[src/irq_input_cfg.svh]
// timing counts, field widths, set value limits and latch codes for the interrupt input unit
// assumes inclusion by the package and the unit; holds definitions only
`ifndef IRQ_INPUT_CFG_SVH
`define IRQ_INPUT_CFG_SVH

`define IRQ_NUM_INPUTS      8
`define IRQ_COUNT_WIDTH     16
`define IRQ_TASK_BASE       8'h8c
`define IRQ_SET_MIN         16'h0001
`define IRQ_SET_MAX         16'hffff
`define IRQ_RESP_FREQ_HZ    3000
`define IRQ_CLK_FREQ_HZ     100000000
// least input high or low time at the rated rate, in clock cycles
`define IRQ_MIN_HALF_CYC    (`IRQ_CLK_FREQ_HZ / (2 * `IRQ_RESP_FREQ_HZ))
`define IRQ_SCAN_PERIOD_CYC 1000
`define IRQ_LATCH_NONE      4'h0
`define IRQ_LATCH_PULSE0    4'h1
`define IRQ_LATCH_COUNTER0  4'h5
`define IRQ_LATCH_LAST      4'h8

`endif

[src/irq_input_pkg.sv]
// types shared by the interrupt input unit and its surroundings
// assumes the cfg header for all figures
`include "irq_input_cfg.svh"

package irq_input_pkg;

  // how an input reacts to its chosen edge
  typedef enum logic [1:0] {
    MODE_DIRECT,
    MODE_COUNT_UP,
    MODE_COUNT_DOWN,
    MODE_MASKED
  } irq_mode_t;

  // one mask-set command as issued by the program
  typedef struct packed {
    logic [2:0] input_sel;
    irq_mode_t  mode;
    logic       edge_valid;
    logic       edge_falling;
  } mask_set_cmd_t;

  // one raised request towards the task scheduler
  typedef struct packed {
    logic [7:0]  task_num;
    logic [2:0]  input_sel;
  } task_start_t;

endpackage

[src/edge_interrupt_input_unit.sv]
// eight edge interrupt inputs with direct and counter modes and latches
// assumes command strobes synchronous to clk_sys_in; field inputs pass a two-stage synchroniser
`timescale 1ns/1ps
`include "irq_input_cfg.svh"

module edge_interrupt_input_unit
  import irq_input_pkg::*;
#(
  parameter int N_IN  = `IRQ_NUM_INPUTS,
  parameter int CW    = `IRQ_COUNT_WIDTH,
  parameter int SCAN  = `IRQ_SCAN_PERIOD_CYC
)(
  // clock and reset
  input  wire logic                   clk_sys_in,
  input  wire logic                   reset_n_in,
  // field inputs, low nibbles of the two module input words
  input  wire logic [3:0]             module0_input_word_in,
  input  wire logic [3:0]             module1_input_word_in,
  // stored configuration
  input  wire logic [N_IN-1:0]        cfg_irq_select_in,
  input  wire logic [N_IN-1:0]        cfg_edge_falling_in,
  input  wire logic [N_IN*4-1:0]      cfg_latch_src_in,
  input  wire logic                   run_mode_in,
  // set values, one per input
  input  wire logic [N_IN*CW-1:0]     count_set_words_in,
  // program commands
  input  wire logic                   interrupt_mask_set_command_in,
  input  wire mask_set_cmd_t          mask_set_in,
  input  wire logic                   global_irq_disable_command_in,
  input  wire logic                   global_irq_enable_command_in,
  input  wire logic                   live_value_read_command_in,
  input  wire logic [2:0]             live_value_sel_in,
  // latch sources: four pulse outputs then four fast counters
  input  wire logic [8*32-1:0]        latch_source_values_in,
  // requests and values
  output logic                        task_start_out,
  output task_start_t                 task_info_out,
  output logic [N_IN*CW-1:0]          count_present_words_out,
  output logic [CW-1:0]               live_value_out,
  output logic                        live_value_valid_out,
  output logic [N_IN*32-1:0]          latch_store_words_out,
  output logic [N_IN-1:0]             latch_valid_out
);

  // ---------------------------------------------------------------
  // input sampling
  // ---------------------------------------------------------------
  logic [N_IN-1:0] raw_in;
  logic [N_IN-1:0] sync1_ff;
  logic [N_IN-1:0] sync2_ff;
  logic [N_IN-1:0] prev_ff;

  assign raw_in = {module1_input_word_in, module0_input_word_in};

  // two stages then one history stage; sync2 and the history stage feed the detector
  always_ff @(posedge clk_sys_in or negedge reset_n_in)
  begin
    if (!reset_n_in)
    begin
      sync1_ff <= '0;
      sync2_ff <= '0;
      prev_ff  <= '0;
    end
    else
    begin
      sync1_ff <= raw_in;
      sync2_ff <= sync1_ff;
      prev_ff  <= sync2_ff;
    end
  end

  // ---------------------------------------------------------------
  // per input mode and edge
  // ---------------------------------------------------------------
  irq_mode_t       mode_ff [N_IN];
  logic [N_IN-1:0] falling_ff;
  logic            run_prev_ff;
  logic            run_start;

  assign run_start = run_mode_in && !run_prev_ff;

  always_ff @(posedge clk_sys_in or negedge reset_n_in)
  begin
    if (!reset_n_in)
      run_prev_ff <= 1'b0;
    else
      run_prev_ff <= run_mode_in;
  end

  // mask-set command chooses mode and may change the edge at any time
  always_ff @(posedge clk_sys_in or negedge reset_n_in)
  begin
    if (!reset_n_in)
    begin
      falling_ff <= '0;
      for (int i = 0; i < N_IN; i++)
        mode_ff[i] <= MODE_MASKED;
    end
    else
    begin
      if (run_start)
        falling_ff <= cfg_edge_falling_in;
      if (interrupt_mask_set_command_in)
      begin
        mode_ff[mask_set_in.input_sel] <= mask_set_in.mode;
        if (mask_set_in.edge_valid)
          falling_ff[mask_set_in.input_sel] <=
            mask_set_in.edge_falling;
      end
    end
  end

  // edge events; unselected terminals serve another function
  logic [N_IN-1:0] edge_hit;
  always_comb
  begin
    for (int i = 0; i < N_IN; i++)
      edge_hit[i] = cfg_irq_select_in[i] &&
                    (falling_ff[i] ? (prev_ff[i] && !sync2_ff[i])
                                   : (!prev_ff[i] && sync2_ff[i]));
  end

  // ---------------------------------------------------------------
  // global enable
  // ---------------------------------------------------------------
  logic irq_en_ff;
  always_ff @(posedge clk_sys_in or negedge reset_n_in)
  begin
    if (!reset_n_in)
      irq_en_ff <= 1'b1;
    else if (global_irq_disable_command_in)
      irq_en_ff <= 1'b0;
    else if (global_irq_enable_command_in)
      irq_en_ff <= 1'b1;
  end

  // ---------------------------------------------------------------
  // counters
  // ---------------------------------------------------------------
  logic [CW-1:0]   cnt_ff [N_IN];
  logic [CW-1:0]   set_v  [N_IN];
  logic [N_IN-1:0] reach;
  logic [N_IN-1:0] pend_ff;
  logic [N_IN-1:0] fire;
  logic [N_IN-1:0] fire_grant;

  // every input is evaluated every cycle in parallel, far above 3 kHz
  always_comb
  begin
    for (int i = 0; i < N_IN; i++)
    begin
      set_v[i] = count_set_words_in[i*CW +: CW];
      reach[i] = 1'b0;
      if (edge_hit[i] && mode_ff[i] == MODE_COUNT_UP)
        reach[i] = (cnt_ff[i] + 16'h0001 == set_v[i]);
      else if (edge_hit[i] && mode_ff[i] == MODE_COUNT_DOWN)
        reach[i] = (cnt_ff[i] == 16'h0001);
      fire[i] = (edge_hit[i] && mode_ff[i] == MODE_DIRECT) ||
                ((reach[i] || pend_ff[i]) && irq_en_ff);
    end
  end

  // a mask-set command restarts the count from its starting value
  always_ff @(posedge clk_sys_in or negedge reset_n_in)
  begin
    if (!reset_n_in)
    begin
      for (int i = 0; i < N_IN; i++)
        cnt_ff[i] <= '0;
    end
    else
    begin
      for (int i = 0; i < N_IN; i++)
      begin
        if (interrupt_mask_set_command_in && mask_set_in.input_sel == 3'(i))
          cnt_ff[i] <= (mask_set_in.mode == MODE_COUNT_DOWN) ? set_v[i]
                                                             : '0;
        else if (reach[i])
          cnt_ff[i] <= (mode_ff[i] == MODE_COUNT_DOWN) ? set_v[i]
                                                       : '0;
        else if (edge_hit[i] && mode_ff[i] == MODE_COUNT_UP)
          cnt_ff[i] <= cnt_ff[i] + 16'h0001;
        else if (edge_hit[i] && mode_ff[i] == MODE_COUNT_DOWN)
          cnt_ff[i] <= cnt_ff[i] - 16'h0001;
      end
    end
  end

  // counter requests held while disabled, started after the enable
  always_ff @(posedge clk_sys_in or negedge reset_n_in)
  begin
    if (!reset_n_in)
      pend_ff <= '0;
    else
      pend_ff <= (pend_ff | reach) & ~fire_grant;
  end

  // ---------------------------------------------------------------
  // task start arbitration: lowest input wins, others are held until granted
  // ---------------------------------------------------------------
  logic [N_IN-1:0] direct_pend_ff;
  logic [N_IN-1:0] want;
  logic [2:0]      win;
  logic            any_win;

  always_comb
  begin
    want       = fire | direct_pend_ff;
    win        = '0;
    any_win    = 1'b0;
    fire_grant = '0;
    for (int i = N_IN - 1; i >= 0; i--)
      if (want[i])
      begin
        win     = 3'(i);
        any_win = 1'b1;
      end
    if (any_win)
      fire_grant[win] = 1'b1;
  end

  // direct requests that lose arbitration are not lost
  always_ff @(posedge clk_sys_in or negedge reset_n_in)
  begin
    if (!reset_n_in)
      direct_pend_ff <= '0;
    else
      direct_pend_ff <= (direct_pend_ff | (fire & ~pend_ff & ~reach))
                        & ~fire_grant;
  end

  always_ff @(posedge clk_sys_in or negedge reset_n_in)
  begin
    if (!reset_n_in)
    begin
      task_start_out <= 1'b0;
      task_info_out  <= '0;
    end
    else
    begin
      task_start_out          <= any_win;
      task_info_out.task_num  <= `IRQ_TASK_BASE + 8'(win);
      task_info_out.input_sel <= win;
    end
  end

  // ---------------------------------------------------------------
  // status copies and live read
  // ---------------------------------------------------------------
  logic [$clog2(SCAN)-1:0] scan_ff;
  logic                    scan_tick;
  assign scan_tick = (scan_ff == '0);

  always_ff @(posedge clk_sys_in or negedge reset_n_in)
  begin
    if (!reset_n_in)
      scan_ff <= '0;
    else
      scan_ff <= scan_tick ? ($clog2(SCAN))'(SCAN - 1) : scan_ff - 1'b1;
  end

  // status word changes irregularly: per scan and at each task start
  always_ff @(posedge clk_sys_in or negedge reset_n_in)
  begin
    if (!reset_n_in)
      count_present_words_out <= '0;
    else
      for (int i = 0; i < N_IN; i++)
        if (scan_tick || fire_grant[i])
          count_present_words_out[i*CW +: CW] <= cnt_ff[i];
  end

  always_ff @(posedge clk_sys_in or negedge reset_n_in)
  begin
    if (!reset_n_in)
    begin
      live_value_out       <= '0;
      live_value_valid_out <= 1'b0;
    end
    else
    begin
      live_value_valid_out <= live_value_read_command_in;
      if (live_value_read_command_in)
        live_value_out <= cnt_ff[live_value_sel_in];
    end
  end

  // ---------------------------------------------------------------
  // software latch
  // ---------------------------------------------------------------
  logic [N_IN*4-1:0] latch_src_ff;
  logic              src_loaded_ff;

  // sources taken once after reset release, so changes need a restart
  always_ff @(posedge clk_sys_in or negedge reset_n_in)
  begin
    if (!reset_n_in)
    begin
      latch_src_ff  <= '0;
      src_loaded_ff <= 1'b0;
    end
    else if (!src_loaded_ff)
    begin
      latch_src_ff  <= cfg_latch_src_in;
      src_loaded_ff <= 1'b1;
    end
  end

  // each input's slot with a source code of 1 to 8 takes the whole 32-bit source word at its task start
  always_ff @(posedge clk_sys_in or negedge reset_n_in)
  begin
    if (!reset_n_in)
    begin
      latch_store_words_out <= '0;
      latch_valid_out       <= '0;
    end
    else
      for (int i = 0; i < N_IN; i++)
      begin
        logic [3:0] s;
        s = latch_src_ff[i*4 +: 4];
        if (fire_grant[i] && s != `IRQ_LATCH_NONE && s <= `IRQ_LATCH_LAST)
        begin
          latch_store_words_out[i*32 +: 32] <=
            latch_source_values_in[(s - 4'h1)*32 +: 32];
          latch_valid_out[i] <= 1'b1;
        end
      end
  end

  // ---------------------------------------------------------------
  // checks
  // ---------------------------------------------------------------
  a_task_number_fixed: assert property (@(posedge clk_sys_in)
    disable iff (!reset_n_in) task_start_out |->
      task_info_out.task_num == 8'h8c + 8'(task_info_out.input_sel))
    else $error("task number not base plus input");

  a_disabled_no_start: assert property (@(posedge clk_sys_in)
    disable iff (!reset_n_in)
      (!irq_en_ff && (pend_ff | reach) != '0 && direct_pend_ff == '0 &&
       (edge_hit & {N_IN{1'b1}}) == '0) |=> !task_start_out)
    else $error("counter task started while disabled");

  a_up_reload: assert property (@(posedge clk_sys_in)
    disable iff (!reset_n_in)
      (reach[0] && mode_ff[0] == MODE_COUNT_UP &&
       !interrupt_mask_set_command_in) |=> cnt_ff[0] == '0)
    else $error("up counter not reloaded to zero");

  a_down_reload: assert property (@(posedge clk_sys_in)
    disable iff (!reset_n_in)
      (reach[0] && mode_ff[0] == MODE_COUNT_DOWN &&
       !interrupt_mask_set_command_in) |=> cnt_ff[0] == $past(set_v[0]))
    else $error("down counter not reloaded to set value");

  a_live_read: assert property (@(posedge clk_sys_in)
    disable iff (!reset_n_in)
      live_value_read_command_in |=>
        live_value_valid_out &&
        live_value_out == $past(cnt_ff[live_value_sel_in]))
    else $error("live read wrong");

  a_run_reload: assert property (@(posedge clk_sys_in)
    disable iff (!reset_n_in)
      (run_start && !interrupt_mask_set_command_in) |=>
        falling_ff == $past(cfg_edge_falling_in))
    else $error("edge config not reloaded");

  a_sync_edge: assert property (@(posedge clk_sys_in)
    disable iff (!reset_n_in)
      edge_hit[0] |-> (prev_ff[0] != sync2_ff[0]))
    else $error("edge without sample change");

  a_direct_start: assert property (@(posedge clk_sys_in)
    disable iff (!reset_n_in)
      (edge_hit[0] && mode_ff[0] == MODE_DIRECT) |=>
        task_start_out && task_info_out.input_sel == 3'h0)
    else $error("direct edge did not start task");

  a_scan_copy: assert property (@(posedge clk_sys_in)
    disable iff (!reset_n_in)
      scan_tick |=> count_present_words_out[CW-1:0] == $past(cnt_ff[0]))
    else $error("status copy missed");

  c_direct: cover property (@(posedge clk_sys_in)
    edge_hit[1] && mode_ff[1] == MODE_DIRECT);
  c_up_reach: cover property (@(posedge clk_sys_in)
    reach[2] && mode_ff[2] == MODE_COUNT_UP);
  c_down_reach: cover property (@(posedge clk_sys_in)
    reach[3] && mode_ff[3] == MODE_COUNT_DOWN);
  c_latched: cover property (@(posedge clk_sys_in) latch_valid_out[0]);

endmodule

[config.mk]
export PLATFORM = sky130hd
export DESIGN_NAME = edge_interrupt_input_unit
export DESIGN_NICKNAME = d
export VERILOG_FILES = /design/src/irq_input_pkg.sv /design/src/edge_interrupt_input_unit.sv
export VERILOG_INCLUDE_DIRS = /design/src
export SDC_FILE = /design/constraint.sdc
export NUM_CORES = 2
export LEC_CHECK = 0
export BUFFER_PORTS_ARGS = -buffer_cell sky130_fd_sc_hd__buf_2
export CORE_AREA = 4 4 362 364
export CTS_BUF_LIST = sky130_fd_sc_hd__clkbuf_8 sky130_fd_sc_hd__clkbuf_16
export DETAILED_ROUTE_END_ITERATION = 6
export DIE_AREA = 0 0 366 368
export PLACE_DENSITY = 0.62
export SLEW_MARGIN = 5
export SYNTH_ARGS = -nofsm -noshare
export SYNTH_HDL_FRONTEND = slang
export SYNTH_SLANG_ARGS = --single-unit
[constraint.sdc]
create_clock -name clk_sys_in -period 9.6 [get_ports clk_sys_in]
set_input_delay 1.44 -clock clk_sys_in [delete_from_list [all_inputs] [get_ports clk_sys_in]]
set_output_delay 1.44 -clock clk_sys_in [all_outputs]
set_load 0.02 [all_outputs]
### Word-level counts from Yosys, hierarchy flattened

Cells that the tools add are included.

| storage, ports and cells | value |
|---|---|
| bits of input ports | 457 |
| output and inout bits | 421 |
| register bits | 658 |

| operators by class | value |
|---|---|
| bitwise operators | 12 |
| muxes and demuxes | 106 |
| magnitude comparators | 15 |
| equality and inequality tests | 40 |
| reduce and logical (&&, ||, !) cells | 152 |
| shift-type cells | 8 |
| add/sub/neg operators | 26 |

Operators by type and width:

| cell | number |
|---|---|
| 256-bit by 33-bit variable part select with 32-bit output | 8 |
| 16-bit 2-to-1 mux | 50 |
| 16-bit by 1-bit adder with 16-bit output, second input constant | 8 |
| 16-bit by 1-bit equality test with 1-bit output, second input constant | 8 |
| 16-bit equality test | 8 |
| 16-bit by 1-bit subtractor with 16-bit output, second input constant | 8 |
| 1-bit logical AND | 84 |
| 4-bit nonzero test | 16 |
| 16-bit binary-select mux with 3-bit select | 1 |
| 4-bit by 1-bit subtractor with 5-bit output, second input constant | 8 |
| 1-bit 2-to-1 mux | 36 |
| 8-bit bitwise AND | 4 |
| 4-bit less-or-equal comparator, second input constant | 8 |
| 8-bit 2-to-1 mux | 4 |
| 1-bit logical OR | 24 |
| 3-bit 2-to-1 mux | 8 |
| 8-bit NOT | 3 |
| 8-bit OR | 3 |
| 2-bit equality test, second input constant | 9 |
| 1-bit logical NOT | 17 |
| 16-bit bitwise mux | 1 |
| 2-bit by 1-bit equality test with 1-bit output, second input constant | 8 |
| 2-bit logical NOT | 8 |
| 3-bit equality test, second input constant | 4 |
| 17 further kinds | 23 |

### Logic depth before layout (Yosys ltp)

| logic depth | value |
|---|---|
| word-level depth | 26 |
| gate-level depth with buffers | 15 |

### Worst setup path before layout

No wires, ideal clock.

| path | value |
|---|---|
| kind | input -> register |
| from | input port cfg_irq_select_in[7] |
| to | register latch_store_words_out[226] |
| arrival | 4.242 ns |
| stages | 10 |
| setup slack | 5.233 ns |
| path through | o21ai_0 nand3b_1 or4_1 nor4_1 nor3b_1 a211oi_2 nand4bb_1 nor3_2 buf_4 mux2_2 |

| between the ends | value |
|---|---|
| cells in the longest elaborated chain, start to end | 23 |
| elaborated cells between the ends (all ways) | 34 |

RTL lines:

| what | line | text |
|---|---|---|
| start, declared | edge_interrupt_input_unit.sv:20 | `input wire logic [N_IN-1:0] cfg_irq_select_in,` |
| 1-bit logical AND (*) | edge_interrupt_input_unit.sv:118 | `edge_hit[i] = cfg_irq_select_in[i] &&` |
| 1-bit logical AND | edge_interrupt_input_unit.sv:156 | `else if (edge_hit[i] && mode_ff[i] == MODE_COUNT_DOWN)` |
| 1-bit 2-to-1 mux | edge_interrupt_input_unit.sv:156 |  |
| 1-bit 2-to-1 mux | edge_interrupt_input_unit.sv:154 | `if (edge_hit[i] && mode_ff[i] == MODE_COUNT_UP)` |
| 1-bit logical OR | edge_interrupt_input_unit.sv:159 | `((reach[i] \|\| pend_ff[i]) && irq_en_ff);` |
| 1-bit logical AND | edge_interrupt_input_unit.sv:159 |  |
| 1-bit logical OR (*) | edge_interrupt_input_unit.sv:158 | `fire[i] = (edge_hit[i] && mode_ff[i] == MODE_DIRECT) \|\|` |
| 8-bit OR (*) | edge_interrupt_input_unit.sv:208 | `want = fire \| direct_pend_ff;` |
| 3-bit 2-to-1 mux (8 in a row) | edge_interrupt_input_unit.sv:213 | `if (want[i])` |
| 3-bit by 4-bit < comparator with 1-bit output (not written as such) or 3-bit by 1-bit greater-or-equal comparator with 1-bit output (tied branches) | edge_interrupt_input_unit.sv:219 | `fire_grant[win] = 1'b1;` |
| 1-bit logical AND (not written as such) | edge_interrupt_input_unit.sv:219 |  |
| 1-bit 2-to-1 mux (not written as such) | edge_interrupt_input_unit.sv:219 |  |
| 1-bit demux with 3-bit select | edge_interrupt_input_unit.sv:219 |  |
| 8-bit 2-to-1 mux (*) | edge_interrupt_input_unit.sv:218 | `if (any_win)` |
| 1-bit logical AND (no source line) (*) (2 in a row) | -- |  |
| end signal, assigned by index | edge_interrupt_input_unit.sv:324 | `latch_store_words_out[i*32 +: 32] <=` |
| end, declared | edge_interrupt_input_unit.sv:41 | `output logic [N_IN*32-1:0] latch_store_words_out,` |

Every way passes the cells marked *; elsewhere a longest branch is shown, timed or not.
A chain may end at the register's enable or synchronous reset.

### Final worst setup path

| path | value |
|---|---|
| from | input port cfg_irq_select_in[7] |
| to | register latch_store_words_out[250] |

The elaborated chain is that of the path after synthesis.

==> impl_metrics.ini <==
[run_status]
status = finished clean

[clock_tree]
insertion_delay_ns = 0.72
post_cts_resized = 0
numCtsBuffers = 84
root_buffer = clkbuf_16
clk_pin_slew_ns = 0.06
cts_setup_buffers = 0
clock-sinks = 651
cts.path.max_buffers = 3
cts_tree = built
cts.hold.buffers_added = 0
htreeDepth = 3

[floorplanning]
initial_core_util_pct = 40.01
core_area_mm2 = 0.1274
std_cell_rows = 131
die_width_um = 366
die_area_mm2 = 0.1347
die_h_um = 368
io_pins = 878

[detailed_routing]
drt_iter0_drc = 6122
firstDrtPassIters = 6
wire_per_inst_um = 31.90
totalWireLength_um = 226400
drc_errors = 0
vias = 46960
ant_nets = 0
viasPerCell = 6.618

[flow_run]
timing.max_cap.violations = 0

[sta]
max_slew.worst_pin.slew_ns = 1.420
slew_violations = 0
skew_ns = 0.04062
fin_crit_sh_pct = 60.15
setup-tns-final_ns = 0
relSlewSlack_pct = 5.045
post-route-min-period_ns = 5.774
hold_violations = 0
rsz0062_at_grt = false
fmax_mhz = 173.2
setup_viol = 0

[layout]
finalInstanceArea_mm2 = 0.05979
area_growth_pct = 17.35
nNetsFinal = 5797
fillers = 11890
multi_input_area_mm2 = 0.03279
regArea_mm2 = 0.01634
drive_gt1_share_pct = 39.27

[global_route]
antenna_found_initial = 90
grt_util_all_layers_pct = 32.57
grt_overflow = 0
grt_pass1_wl_um = 325900
first_global_vias = 45680
grt_max_degree = 153

[synth]
syn_avg_cell_area_um2 = 10.79
syn-cell-area_mm2 = 0.05095
yosys.area.top_type_share_pct = 31.14
synthCells = 4723
synthArstFlopShare_pct = 100.0
yosysMostFrequentCell = dfrtp_1
synthTopCellsByArea = dfrtp_1 31%, mux4_2 24%, mux2_2 7.3%, a22oi_1 4.2%, nor2_1 3.0%
synth.ff_latch_count = 651
yosysWarningCount = 0
yosys-top-cells-count = 634 x dfrtp_1, 544 x mux4_2, 405 x nor2_1, 332 x mux2_2, 310 x clkbuf_1
synth_edf_count = 0
yosys.area.top_type = dfrtp_1
synth_flop_cell = dfrtp_1
ys_seq_area_share_pct = 32.02
yosys.cell_types.count = 102

[placement]
dpl_cell_area_mm2 = 0.05664
routabilityCongestion = 0.9623
io_buffers = 875
dp_hpwl_um = 159900

[critical_path]
crit_arrival_ns = 6.36
crit_path_max_fanout = 19
crit_type = primary input to register
worst_ep_required_time_ns = 10.18
critical_path.startpoint_type = primary input
end_kind = register

[worst_hold_path]
hold_class = register to register

[power]
p_per_area_mw_per_mm2 = 255.4
vdd_drop_max_mv = 0.1900
p_leak_nw = 24.71
==> placed cells by master (no fill, tap or decap), drive strengths merged, types with 16 or more instances in the layout <==
cell type	count
ha	33
nand2	233
and4	18
a31oi	38
xnor2	117
o22ai	48
dfstp	17
or4	17
diode	59
a22oi	284
clkinv	16
xor2	72
and2	23
nor3b	40
clkbuf	99
nor4	52
nand4	54
inv	135
mux4	544
or3	26
nor2	406
o21a	17
nor2b	50
mux2i	41
o31ai	80
nor3	128
and3	40
o21ai	216
mux2	355
dfrtp	634
buf	949
nand3	85
a21oi	209
or2	19
nand2b	37
==> final timing paths <==
check                                      from                           to  slack (ns)  cells past startpoint
max in group asynchronous            reset_n_in  count_present_words_out[83]        6.89                      3
min reg2reg                         sync1_ff[4]                  sync2_ff[4]        0.33                      0
min                                 sync1_ff[4]                  sync2_ff[4]        0.33                      0
min in group asynchronous            reset_n_in                   prev_ff[1]        0.76                      1
max reg2reg                         cnt_ff[112]   latch_store_words_out[250]        3.87                     12
max                        cfg_irq_select_in[7]   latch_store_words_out[250]        3.83                     12
==> metal layers <==
layer | wire, µm | global-route usage (%) | part of all wire [%] | vias up
met1 | 83340 | 40.69 | 37 | 23430
met5 | 227 | 0 | 0.10 | -
met3 | 26120 | 10.22 | 12 | 659
li1 | - | - | - | 19560
met4 | 14150 | 17.92 | 6.2 | 36
met2 | 102500 | 50.39 | 45 | 3272
==> through the flow <==
step	hold WS (ns)	instances	utilization, %	power (mW)	worst slack, ns
final	0.3297	7096	46.95	15.27	3.826
after global routing	0.3458	7076	46.91	15.96	3.693
after CTS	0.3456	7037	46.83	15.24	3.940
after detailed placement	0.3358	6883	44.47	11.68	3.238
after global placement	0.3337	6883	44.47	11.58	3.276
after floorplan	0.3312	4725	-	8.961	5.233
==> final cells by class <==
type	count	area share [%]
diodes	59	0.2469
clock buffers	99	3.899
clock inverters	55	1.128
inverters	119	0.7471
multi-input cells	3502	54.83
flip-flops and latches	651	27.33
well taps	1662	3.478
repair buffers	949	8.333
==> kinds of logic (layout without fill, tap and decap cells) <==
| kind of cell | count (synthesis) | count (layout) | synth area share [%] |
|---|---|---|---|
| fa+ha+maj | 33 | 33 | 0.8104 |
| compound gates | 1063 | 1063 | 13.86 |
| other cells | 2 | 63 | 0.01474 |
| xor+xnor | 189 | 189 | 3.249 |
| buf+inv | 572 | 1222 | 4.565 |
| flops | 651 | 651 | 32.02 |
| simple gates | 1273 | 1273 | 12.64 |
| mux | 940 | 940 | 32.85 |
==> critical path: stages <==
cell and delay, ns:
buf_2 0.07, o21ai_0 0.35, nand3b_1 0.56, or4_1 0.62, nor4_1 0.40, nor3b_1 0.10, buf_4 0.18, a211oi_2 0.29
nand4bb_1 0.26, nor3_4 1.16, buf_4 0.50, mux2_2 0.38
==> power by group <==
| group | switching [mW] | internal (mW) | total, mW |
|---|---|---|---|
| Combinational | 3.96 | 2.78 | 6.74 |
| Sequential | 1.41 | 3.61 | 5.01 |
| Clock | 1.41 | 2.11 | 3.52 |
| Total | 6.77 | 8.50 | 15.3 |
==> flip-flops by register name (all words and copies together), names as in the netlist <==
| name | count |
|---|---|
| cnt_ff | 128 |
| count_present_words_out | 128 |
| direct_pend_ff | 8 |
| falling_ff | 8 |
| irq_en_ff | 1 |
| latch_src_ff | 32 |
| latch_store_words_out | 256 |
| latch_valid_out | 8 |
| live_value_out | 16 |
| live_value_valid_out | 1 |
| mode_ff | 16 |
| pend_ff | 8 |
| prev_ff | 8 |
| run_prev_ff | 1 |
| scan_ff | 10 |
| src_loaded_ff | 1 |
| sync1_ff | 8 |
| sync2_ff | 8 |
| task_info_out | 4 |
| task_start_out | 1 |
Power figures use the tool's default switching activity.
